## config.mk

```make
export PLATFORM = sky130hd
export DESIGN_NAME = crf_top
export DESIGN_NICKNAME = d
export VERILOG_FILES = /design/src/common/crf_pkg.sv /design/src/rtl/crf_top.sv
export VERILOG_INCLUDE_DIRS = /design/src /design/src/common
export SDC_FILE = /design/constraint.sdc
export NUM_CORES = 2
export LEC_CHECK = 0
export ABC_AREA = 1
export BUFFER_PORTS_ARGS = -buffer_cell sky130_fd_sc_hd__buf_2
export CORE_MARGIN = 2
export CORE_UTILIZATION = 35
export CTS_CLUSTER_SIZE = 10
export DETAILED_ROUTE_END_ITERATION = 6
export MAX_ROUTING_LAYER = met4
export PLACE_DENSITY = 0.61
export REMOVE_ABC_BUFFERS = 1
export SETUP_SLACK_MARGIN = 0.3
export SYNTH_ARGS = -nofsm -noshare
export SYNTH_HDL_FRONTEND = slang
export SYNTH_SLANG_ARGS = --single-unit
```

## constraint.sdc

```tcl
create_clock -name clk -period 4.9 [get_ports clk]
set_clock_uncertainty 0.2 [all_clocks]
set_input_delay 0.98 -clock clk [delete_from_list [all_inputs] [get_ports clk]]
set_output_delay 0.98 -clock clk [all_outputs]
set_load 0.05 [all_outputs]
```

## src/common/crf_defines.svh

```systemverilog
// Contract
// - Rx buffer n update sets its fresh-data flag, n from 0 to 31.
// - Fresh flags stay set until software writes one; zero is ignored.
// - Reset clears every fresh-data flag.
// - Read-only Tx done bit sets as its pending bit clears on success.
// - Writing one to a Tx add-request bit clears that buffer's done bit.
// - Walk enabled elements in order; stop at first match or list end.
// - Config 4 to 6 match sets priority flag and status; irq if enabled.
// - Config 0 disabled, 1 store FIFO 0, 2 store FIFO 1, 3 reject.
// - Config 4 priority, 5 priority and FIFO 0, 6 priority and FIFO 1.
// - Config 7 stores into a dedicated buffer; filter type is ignored.
// - Element word 0: bits 31:29 config, bits 28:0 first identifier.
// - Dedicated-buffer match is exact equality after the global mask.
// - Element word 1: bits 31:30 type, bits 28:0 second identifier.
// - Type 0 accepts masked identifier within first..second inclusive.
// - Type 1 accepts identifier equal to first or second identifier.
// - Type 2: first identifier is the value, second the bit mask.
// - Type 3 is a range filter without the global mask.
`ifndef CRF_DEFINES_SVH
`define CRF_DEFINES_SVH
`define CRF_OFF_NEW_DATA 12'h09c
`define CRF_OFF_TX_CANCEL 12'h0dc
`define CRF_OFF_TX_DONE 12'h0e0
`define CRF_OFF_TX_ADD 12'h0e4
`define CRF_OFF_TX_PEND 12'h0e8
`define CRF_OFF_GMASK 12'h040
`define CRF_OFF_INT_STS 12'h050
`define CRF_OFF_INT_MASK 12'h054
`define CRF_OFF_PRIO_STS 12'h058
`define CRF_OFF_FILT_BASE 12'h100
`define CRF_RST_WORD 32'h00000000
`define CRF_RST_GMASK 29'h1fffffff
`define CRF_INT_PRIO 0
`define CRF_INT_RXNEW 1
`define CRF_INT_TXDONE 2
`define CRF_CFG_MSB 31
`define CRF_CFG_LSB 29
`define CRF_TYPE_MSB 31
`define CRF_TYPE_LSB 30
`define CRF_ID_MSB 28
`define CRF_RESP_OKAY 2'b00
`define CRF_RESP_SLVERR 2'b10
`endif

```

## src/common/crf_pkg.sv

```systemverilog
package crf_pkg;
    typedef struct packed {
        logic awvalid;
        logic [11:0] awaddr;
        logic wvalid;
        logic [31:0] wdata;
        logic [3:0] wstrb;
        logic bready;
        logic arvalid;
        logic [11:0] araddr;
        logic rready;
    } crf_axi_req_t;
    typedef struct packed {
        logic awready;
        logic wready;
        logic bvalid;
        logic [1:0] bresp;
        logic arready;
        logic rvalid;
        logic [31:0] rdata;
        logic [1:0] rresp;
    } crf_axi_rsp_t;
    typedef enum logic [2:0] {
        CFG_DISABLE, CFG_STORE_FIFO_ZERO, CFG_STORE_FIFO_ONE, CFG_REJECT,
        CFG_PRIORITY, CFG_PRIORITY_AND_FIFO_ZERO, CFG_PRIORITY_AND_FIFO_ONE,
        CFG_STORE_DEDICATED_BUFFER
    } crf_cfg_t;
    typedef enum logic [1:0] {
        TYPE_RANGE_WITH_MASK, TYPE_DUAL, TYPE_CLASSIC, TYPE_RANGE_NO_MASK
    } crf_type_t;
    typedef enum logic [1:0] {
        TGT_NONE, TGT_FIFO_ZERO, TGT_FIFO_ONE, TGT_DEDICATED
    } crf_tgt_t;
    typedef struct packed {
        logic valid;
        logic accept;
        crf_tgt_t target;
        logic prio;
        logic [7:0] index;
    } crf_res_t;
endpackage

```

## src/rtl/crf_top.sv

```systemverilog
// The AXI4-Lite register port is this design's own decision.
`timescale 1ns/1ns
`default_nettype none
`include "crf_defines.svh"
module crf_top #(
    parameter int NUM_FILT = 8
) (
    // Clock and reset.
    input wire logic clk,
    input wire logic rst,
    // Register bus.
    input wire crf_pkg::crf_axi_req_t axi_req,
    output var crf_pkg::crf_axi_rsp_t axi_rsp,
    // Receive side events.
    input wire logic rx_buf_upd,
    input wire logic [4:0] rx_buf_idx,
    input wire logic rx_id_valid,
    input wire logic [28:0] rx_id,
    output var crf_pkg::crf_res_t flt_res,
    output var logic flt_busy,
    // Transmit side events.
    input wire logic tx_success,
    input wire logic [4:0] tx_success_idx,
    input wire logic tx_cancel_done,
    input wire logic [4:0] tx_cancel_idx,
    output var logic [31:0] tx_pending_bit,
    // Interrupt.
    output var logic irq
);
    import crf_pkg::*;

    localparam int IW = $clog2(NUM_FILT);

    typedef enum logic {FLT_IDLE, FLT_SCAN} crf_fsm_t;

    typedef struct packed {
        logic aw_have;
        logic [11:0] aw_addr;
        logic w_have;
        logic [31:0] w_data;
        logic [3:0] w_strb;
        crf_axi_rsp_t rsp;
        logic [31:0] new_data;
        logic [31:0] tx_done;
        logic [31:0] tx_pend;
        logic [31:0] tx_cancel;
        logic [28:0] gmask;
        logic [2:0] int_sts;
        logic [2:0] int_mask;
        logic [31:0] prio_sts;
        logic irq;
        crf_fsm_t fsm;
        logic busy;
        logic [IW-1:0] idx;
        logic [28:0] id;
        crf_res_t res;
    } crf_state_t;

    crf_state_t st_ff;
    crf_state_t nxt_st;
    logic [63:0] filt_mem [NUM_FILT];
    logic mem_we;
    logic [IW-1:0] mem_wsel;
    logic mem_whi;
    logic [31:0] mem_wdata;

    // -----------------------------------------------------------------
    // Filter evaluation
    // -----------------------------------------------------------------
    function automatic logic elem_match(input logic [63:0] e,
                                        input logic [28:0] id,
                                        input logic [28:0] gm);
        logic [28:0] id1;
        logic [28:0] id2;
        logic [28:0] mid;
        logic hit;
        id1 = e[`CRF_ID_MSB:0];
        id2 = e[32+`CRF_ID_MSB:32];
        mid = id & gm;
        hit = 1'b0;
        if (crf_cfg_t'(e[`CRF_CFG_MSB:`CRF_CFG_LSB]) ==
                CFG_STORE_DEDICATED_BUFFER) begin
            hit = (mid == id1);
        end else begin
            unique case (crf_type_t'(e[32+`CRF_TYPE_MSB:32+`CRF_TYPE_LSB]))
                TYPE_RANGE_WITH_MASK: hit = (mid >= id1) && (mid <= id2);
                TYPE_DUAL: hit = (mid == id1) || (mid == id2);
                TYPE_CLASSIC: hit = ((mid & id2) == (id1 & id2));
                TYPE_RANGE_NO_MASK: hit = (id >= id1) && (id <= id2);
            endcase
        end
        return hit;
    endfunction

    function automatic logic [31:0] merge(input logic [31:0] old,
                                          input logic [31:0] wd,
                                          input logic [3:0] be);
        logic [31:0] r;
        r = old;
        for (int b = 0; b < 4; b++) begin
            if (be[b]) begin
                r[b*8 +: 8] = wd[b*8 +: 8];
            end
        end
        return r;
    endfunction

    // -----------------------------------------------------------------
    // Next state
    // -----------------------------------------------------------------
    logic [63:0] cur_elem;
    crf_cfg_t cur_cfg;
    logic wr_fire;
    logic [31:0] wmask;
    logic [31:0] rd_word;
    logic rd_ok;
    logic wr_ok;
    logic [31:0] nd_set;
    logic [31:0] to_set;
    logic [31:0] cf_set;
    logic [31:0] add_req;
    logic hpm_evt;
    logic [11:0] foff;

    assign cur_elem = filt_mem[st_ff.idx];
    assign cur_cfg = crf_cfg_t'(cur_elem[`CRF_CFG_MSB:`CRF_CFG_LSB]);

    always_comb begin
        nxt_st = st_ff;
        wr_fire = st_ff.aw_have && st_ff.w_have && !st_ff.rsp.bvalid;
        wmask = merge(32'h00000000, st_ff.w_data, st_ff.w_strb);
        foff = st_ff.aw_addr - `CRF_OFF_FILT_BASE;
        mem_we = 1'b0;
        mem_wsel = foff[IW+2:3];
        mem_whi = foff[2];
        mem_wdata = 32'h00000000;
        nd_set = 32'h00000000;
        to_set = 32'h00000000;
        cf_set = 32'h00000000;
        add_req = 32'h00000000;
        hpm_evt = 1'b0;
        wr_ok = 1'b1;
        nxt_st.res.valid = 1'b0;
        // Write channel: address and data are taken in either order.
        if (axi_req.awvalid && st_ff.rsp.awready) begin
            nxt_st.aw_have = 1'b1;
            nxt_st.aw_addr = axi_req.awaddr;
            nxt_st.rsp.awready = 1'b0;
        end
        if (axi_req.wvalid && st_ff.rsp.wready) begin
            nxt_st.w_have = 1'b1;
            nxt_st.w_data = axi_req.wdata;
            nxt_st.w_strb = axi_req.wstrb;
            nxt_st.rsp.wready = 1'b0;
        end
        if (wr_fire) begin
            nxt_st.aw_have = 1'b0;
            nxt_st.w_have = 1'b0;
            nxt_st.rsp.bvalid = 1'b1;
            unique case (st_ff.aw_addr[11:2])
                `CRF_OFF_NEW_DATA >> 2: ;
                `CRF_OFF_TX_ADD >> 2: add_req = wmask;
                `CRF_OFF_GMASK >> 2:
                    nxt_st.gmask = 29'(merge({3'b000, st_ff.gmask},
                        st_ff.w_data, st_ff.w_strb));
                `CRF_OFF_INT_STS >> 2: ;
                `CRF_OFF_INT_MASK >> 2: nxt_st.int_mask = wmask[2:0];
                default: begin
                    if (st_ff.aw_addr >= `CRF_OFF_FILT_BASE &&
                            foff < 12'(NUM_FILT * 8)) begin
                        mem_we = 1'b1;
                        mem_wdata = merge(filt_mem[mem_wsel][mem_whi*32 +: 32],
                            st_ff.w_data, st_ff.w_strb);
                    end else begin
                        wr_ok = 1'b0;
                    end
                end
            endcase
            nxt_st.rsp.bresp = wr_ok ? `CRF_RESP_OKAY : `CRF_RESP_SLVERR;
        end
        if (st_ff.rsp.bvalid && axi_req.bready) begin
            nxt_st.rsp.bvalid = 1'b0;
            nxt_st.rsp.awready = 1'b1;
            nxt_st.rsp.wready = 1'b1;
        end
        // Read channel: one-cycle answer after the address is taken.
        rd_ok = 1'b1;
        foff = axi_req.araddr - `CRF_OFF_FILT_BASE;
        unique case (axi_req.araddr[11:2])
            `CRF_OFF_NEW_DATA >> 2: rd_word = st_ff.new_data;
            `CRF_OFF_TX_CANCEL >> 2: rd_word = st_ff.tx_cancel;
            `CRF_OFF_TX_DONE >> 2: rd_word = st_ff.tx_done;
            `CRF_OFF_TX_ADD >> 2: rd_word = 32'h00000000;
            `CRF_OFF_TX_PEND >> 2: rd_word = st_ff.tx_pend;
            `CRF_OFF_GMASK >> 2: rd_word = {3'b000, st_ff.gmask};
            `CRF_OFF_INT_STS >> 2: rd_word = {29'h0, st_ff.int_sts};
            `CRF_OFF_INT_MASK >> 2: rd_word = {29'h0, st_ff.int_mask};
            `CRF_OFF_PRIO_STS >> 2: rd_word = st_ff.prio_sts;
            default: begin
                rd_word = 32'h00000000;
                if (axi_req.araddr >= `CRF_OFF_FILT_BASE &&
                        foff < 12'(NUM_FILT * 8)) begin
                    rd_word = filt_mem[foff[IW+2:3]][foff[2]*32 +: 32];
                end else begin
                    rd_ok = 1'b0;
                end
            end
        endcase
        if (axi_req.arvalid && st_ff.rsp.arready) begin
            nxt_st.rsp.arready = 1'b0;
            nxt_st.rsp.rvalid = 1'b1;
            nxt_st.rsp.rdata = rd_word;
            nxt_st.rsp.rresp = rd_ok ? `CRF_RESP_OKAY : `CRF_RESP_SLVERR;
        end
        if (st_ff.rsp.rvalid && axi_req.rready) begin
            nxt_st.rsp.rvalid = 1'b0;
            nxt_st.rsp.arready = 1'b1;
        end
        // Acceptance filter walk, one element per clock.
        unique case (st_ff.fsm)
            FLT_IDLE: begin
                if (rx_id_valid) begin
                    nxt_st.fsm = FLT_SCAN;
                    nxt_st.idx = '0;
                    nxt_st.id = rx_id;
                end
            end
            FLT_SCAN: begin
                if (cur_cfg != CFG_DISABLE &&
                        elem_match(cur_elem, st_ff.id, st_ff.gmask)) begin
                    nxt_st.fsm = FLT_IDLE;
                    nxt_st.res.valid = 1'b1;
                    nxt_st.res.index = 8'(st_ff.idx);
                    nxt_st.res.prio = 1'b0;
                    nxt_st.res.accept = 1'b1;
                    unique case (cur_cfg)
                        CFG_STORE_FIFO_ZERO: nxt_st.res.target = TGT_FIFO_ZERO;
                        CFG_STORE_FIFO_ONE: nxt_st.res.target = TGT_FIFO_ONE;
                        CFG_REJECT: begin
                            nxt_st.res.target = TGT_NONE;
                            nxt_st.res.accept = 1'b0;
                        end
                        CFG_PRIORITY: begin
                            nxt_st.res.target = TGT_NONE;
                            nxt_st.res.accept = 1'b0;
                        end
                        CFG_PRIORITY_AND_FIFO_ZERO:
                            nxt_st.res.target = TGT_FIFO_ZERO;
                        CFG_PRIORITY_AND_FIFO_ONE:
                            nxt_st.res.target = TGT_FIFO_ONE;
                        default: nxt_st.res.target = TGT_DEDICATED;
                    endcase
                    if (cur_cfg inside {CFG_PRIORITY, CFG_PRIORITY_AND_FIFO_ZERO,
                            CFG_PRIORITY_AND_FIFO_ONE}) begin
                        hpm_evt = 1'b1;
                        nxt_st.res.prio = 1'b1;
                        nxt_st.prio_sts = {1'b1, 20'h0, cur_cfg,
                            8'(st_ff.idx)};
                    end
                end else if (st_ff.idx == IW'(NUM_FILT - 1)) begin
                    // An identifier that hits nothing is dropped.
                    nxt_st.fsm = FLT_IDLE;
                    nxt_st.res = '{valid: 1'b1, accept: 1'b0,
                        target: TGT_NONE, prio: 1'b0, index: 8'h00};
                end else begin
                    nxt_st.idx = st_ff.idx + 1'b1;
                end
            end
        endcase
        // Flags: a hardware set in the same cycle as a software clear wins.
        if (rx_buf_upd) begin
            nd_set[rx_buf_idx] = 1'b1;
        end
        if (tx_success) begin
            to_set[tx_success_idx] = 1'b1;
        end
        if (tx_cancel_done) begin
            cf_set[tx_cancel_idx] = 1'b1;
        end
        nxt_st.new_data = (st_ff.new_data & ~((wr_fire &&
            st_ff.aw_addr == `CRF_OFF_NEW_DATA) ? wmask : 32'h0)) | nd_set;
        nxt_st.tx_done = (st_ff.tx_done & ~add_req) | to_set;
        nxt_st.tx_pend = (st_ff.tx_pend & ~to_set & ~cf_set) | add_req;
        nxt_st.tx_cancel = (st_ff.tx_cancel & ~add_req) | cf_set;
        nxt_st.int_sts = (st_ff.int_sts & ~((wr_fire &&
            st_ff.aw_addr == `CRF_OFF_INT_STS) ? wmask[2:0] : 3'h0)) |
            {|to_set, |nd_set, hpm_evt};
        nxt_st.irq = |(nxt_st.int_sts & nxt_st.int_mask);
        // Busy has its own flop so the pin comes straight from a register.
        nxt_st.busy = (nxt_st.fsm == FLT_SCAN);
    end

    // -----------------------------------------------------------------
    // State registers
    // -----------------------------------------------------------------
    always_ff @(posedge clk) begin
        if (rst) begin
            st_ff <= '0;
            st_ff.rsp.awready <= 1'b1;
            st_ff.rsp.wready <= 1'b1;
            st_ff.rsp.arready <= 1'b1;
            st_ff.gmask <= `CRF_RST_GMASK;
            st_ff.fsm <= FLT_IDLE;
        end else begin
            st_ff <= nxt_st;
        end
    end

    // Filter elements sit in plain storage that reset leaves alone, as RAM.
    always_ff @(posedge clk) begin
        if (mem_we) begin
            filt_mem[mem_wsel][mem_whi*32 +: 32] <= mem_wdata;
        end
    end

    assign axi_rsp = st_ff.rsp;
    assign flt_res = st_ff.res;
    assign flt_busy = st_ff.busy;
    assign tx_pending_bit = st_ff.tx_pend;
    assign irq = st_ff.irq;
endmodule
`default_nettype wire

```

==> summary.txt <==
Run status
  • Result of the run: finished clean

Route
  • WL/cell: 26.0 um
  • Drt drc: 0
  • Count of antenna-violating nets left after detailed routing: 0
  • Violation count after the first detailed-routing iteration: roughly 6700
  • Length of the first detailed-routing pass in iterations: 7
  • Routed via count: roughly 45000
  • Post-Route WL: just over 200 mm
  • Drt via density: 5.85

STA
  • Setup repair after global routing missed its margin: false
  • Max Freq: roughly 230 MHz
  • Final clock period utilization by the worst path: between 80% and 90%
  • Fin crit period: 4320 ps
  • Final setup viols: 0
  • Final hold slack: 249 ps
  • Relative slew slack: 11.7%
  • Transition time of the tightest slew-check pin: around 1300 ps
  • Count of final max-slew check failures: 0
  • Final Hold Viols: 0

Die
  • Die Span X: 366 um
  • Core region area: around 0.13 sq mm
  • Number of placed I/O pins: 203
  • Overall die height: ~370 um
  • Initial core utilization: 35.4%
  • Die outline area: 0.134 sq mm
  • Placement row count: approximately 130

Finish
  • Layout cell share with drive strength beyond 1: around a tenth
  • Net count reported at finish: roughly 6200
  • Area growth, synth to finish: 13.2%
  • Filler cells: 13200
  • Multi-input gate area in the final layout: 0.0203 sq mm
  • Most common cell after layout, fill and taps aside: sky130_fd_sc_hd__nand2_1
  • FF+latch area: between 0.02 and 0.025 sq mm
  • Most frequent cells in the layout: sky130_fd_sc_hd__nand2_1, sky130_fd_sc_hd__inv_1, sky130_fd_sc_hd__a21oi_1

Yosys
  • Post-synth EDFFs: a little over 500
  • Mapped Cells: 5882
  • Number of distinct standard cells referenced by the synthesized netlist: 50
  • Area share of xor/xnor cells in the synthesized design: 0%
  • Sequential share of the synthesized area: roughly 47%
  • Post-synthesis average cell area: between 7 and 8 sq um
  • Synth Area in Simple Gates: 20.2%
  • Cell area after synthesis: between 0.04 and 0.05 sq mm
  • Share of the synthesized area in compound gates (AO/OA/AOI/OAI): 19.4%
  • Multiplexer fraction of the synthesized cell area: 0%
  • Adder-cell area share of the yosys netlist: roughly 4.0%
  • Synthesized flop and latch total: slightly above 800
  • Fraction of synthesis flops using an asynchronous set or reset pin: 0%
  • Number of warning messages in the yosys log: 0
  • Main flop type after synthesis: sky130_fd_sc_hd__edfxtp_1
  • Dominant combinational cell family by area after synthesis: simple AND/OR/NAND/NOR gates

Placement
  • DP Wirelength: 136 mm
  • Port-buffer cells: 193
  • Routability congestion estimate: between 0.9 and 1

Setup path
  • Max stage delay cell, worst path: sky130_fd_sc_hd__ha_1
  • CP most frequent cell: sky130_fd_sc_hd__nand2_1
  • Count of buffer and inverter cells on the critical path: 5
  • Worst Path Required: between 5000 and 6000 ps
  • Arr. time, crit path: ~4700 ps
  • Largest fanout on the critical path: 25
  • Kind of end point of the critical path: flop
  • Kind of cell with the highest combined delay on the critical path: simple AND/OR/NAND/NOR gates
  • Critical Path, Cell by Cell: clkinv_2, buf_12, buf_12, nand2_1, nand2_1, inv_1, ha_1, nand2_1, nor2_1, nand3_1, nor4_1, and3_1, nor2_1, nand2_1, nand2_1, nand3_1, nand2_1, nand2_2, nand3_2, clkinv_2, nand2_4, nand2_1, a21oi_1
  • Critical path class: flop to flop
  • CP max stage delay: approximately 380 ps
  • Startpoint type of the worst setup path: flop

Run
  • Total of max-cap violations: 0

Hold path
  • Worst Min Path Start: st_ff[56]
  • Type of the worst min-delay path: flop to flop

GRT
  • Initial antenna violation count: 7
  • Pin count of the biggest net entering global routing: around 100
  • Number of global-route vias before repair: 41300
  • Total grt overflow: 0
  • Total global routing track utilization: between 20 and 30%
  • First-pass GRT wire length: 281 mm

Clock network
  • Latest clock arrival within the worst-skew pair: 710 ps
  • Clock tree from TritonCTS: done
  • Root buf cell: sky130_fd_sc_hd__clkbuf_16
  • Number of hold-repair buffers added at the cts stage: 0
  • Worst-path clk slew: 60 ps
  • Longest Clk Path Bufs: 3
  • Num Clock Sinks: 816
  • Number of buffers added by the clock tree synthesis step: 96
  • Htree depth: 3

Power
  • Power density of the placed cells: around 320 mW/mm^2
  • Power, Total: roughly 17000 uW
  • Leak Pwr: ~0.022 uW
  • Worst vdd rail ir drop: about 0.33 mV
-- cells in the mapped netlist (all sizes together), types with 3 or more instances --
| cell | number | area share, % |
|---|---|---|
| nand2 | 1456 | 12 |
| inv | 619 | 5.1 |
| o21ai | 539 | 5.9 |
| a21oi | 526 | 5.7 |
| edfxtp | 512 | 33 |
| nor2 | 488 | 4.0 |
| dfxtp | 304 | 13 |
| nand3 | 241 | 2.6 |
| clkbuf | 240 | 2.0 |
| buf | 192 | 2.6 |
| o22ai | 149 | 2.0 |
| ha | 147 | 4.0 |
| o211ai | 109 | 1.8 |
| a221oi | 61 | 1.2 |
| nor3 | 51 | 0.56 |
| nand4 | 44 | 0.60 |
| o2111ai | 28 | 0.53 |
| o311ai | 26 | 0.50 |
| a31oi | 25 | 0.34 |
| nor4 | 21 | 0.29 |
| o41ai | 19 | 0.36 |
| a211oi | 11 | 0.18 |
| a32o | 10 | 0.22 |
| clkinv | 8 | 0.068 |
| nand3b | 8 | 0.13 |
| a2111oi | 7 | 0.13 |
| a22oi | 7 | 0.11 |
| o21a | 6 | 0.098 |
| o221ai | 6 | 0.11 |
| a41oi | 4 | 0.076 |
| o31ai | 4 | 0.065 |
| or2 | 3 | 0.041 |
-- cell families after synthesis --
logic type               Yosys count
other                              1
adder cells (fa/ha/maj)          147
AO/OA/AOI/OAI                   1543
AND/OR/NAND/NOR                 2316
flip-flops                       816
buffers and inverters           1059
-- tightest hold or removal path, cell delays in order (launching register included) --
cell and delay (ps):
sky130_fd_sc_hd__dfxtp_1 300, sky130_fd_sc_hd__inv_1 60, sky130_fd_sc_hd__a21oi_1 50
-- area by class of cell --
class                           count  share of cell area, %
Inverter                          627                   4.58
Multi-Input combinational cell   4013                   39.1
Antenna cell                        7                 0.0337
Clock inverter                     12                  0.286
Sequential cell                   816                   41.3
Clock buffer                      152                   5.18
Tap cell                         1742                   4.19
Timing Repair Buffer              375                   5.34
-- metrics by stage --
| stage | utilization (%) | area (sq um) | setup WS, ps | setup TNS [ps] | std cells |
|---|---|---|---|---|---|
| floorplan | - | 43900 | -6890 | -180420 | 5456 |
| global placement | 37.7 | 49000 | 477 | 0 | 7569 |
| detailed placement | 37.7 | 49000 | 450 | 0 | 7569 |
| CTS | 39.9 | 51800 | 449 | 0 | 7733 |
| global route | 40.0 | 52000 | 294 | 0 | 7743 |
| finish | 40.0 | 52000 | 584 | 0 | 7744 |
-- path summary, 6_finish.rpt --
path | end | slack (ps) | cells past startpoint
setup reg to reg | st_ff[50] | 580 | 23
hold reg to reg | st_ff[56] | 250 | 2
setup / recovery | st_ff[50] | 580 | 23
hold / removal | st_ff[56] | 250 | 2
-- power breakdown --
group	switching [uW]	internal, uW	total [uW]
Sequential	107	7320	7430
Combinational	1780	637	2420
Clock	2920	3800	6720
Total	4810	11800	16600
-- registers in the layout, summed over array words and instances, names as in the netlist, named ones only --
name            count
axi_rsp            39
filt_mem          512
flt_busy            1
flt_res             8
irq                 1
st_ff             220
tx_pending_bit     32
-- timing repair --
item | in CTS | in global routing
resized for setup | 0 | 16
endpoints found under the setup margin | 0 | 21
setup buffers | 0 | 2
-- routing by layer --
| metal | part of all wire (%) | track usage, % | routed length [um] |
|---|---|---|---|
| met5 | 0 | - | 0 |
| met3 | 13 | 6.31 | 25200 |
| met4 | 7.1 | 17.4 | 14200 |
| met1 | 38 | 37.5 | 76800 |
| met2 | 42 | 42.8 | 85000 |
Power figures use the tool's default switching activity.
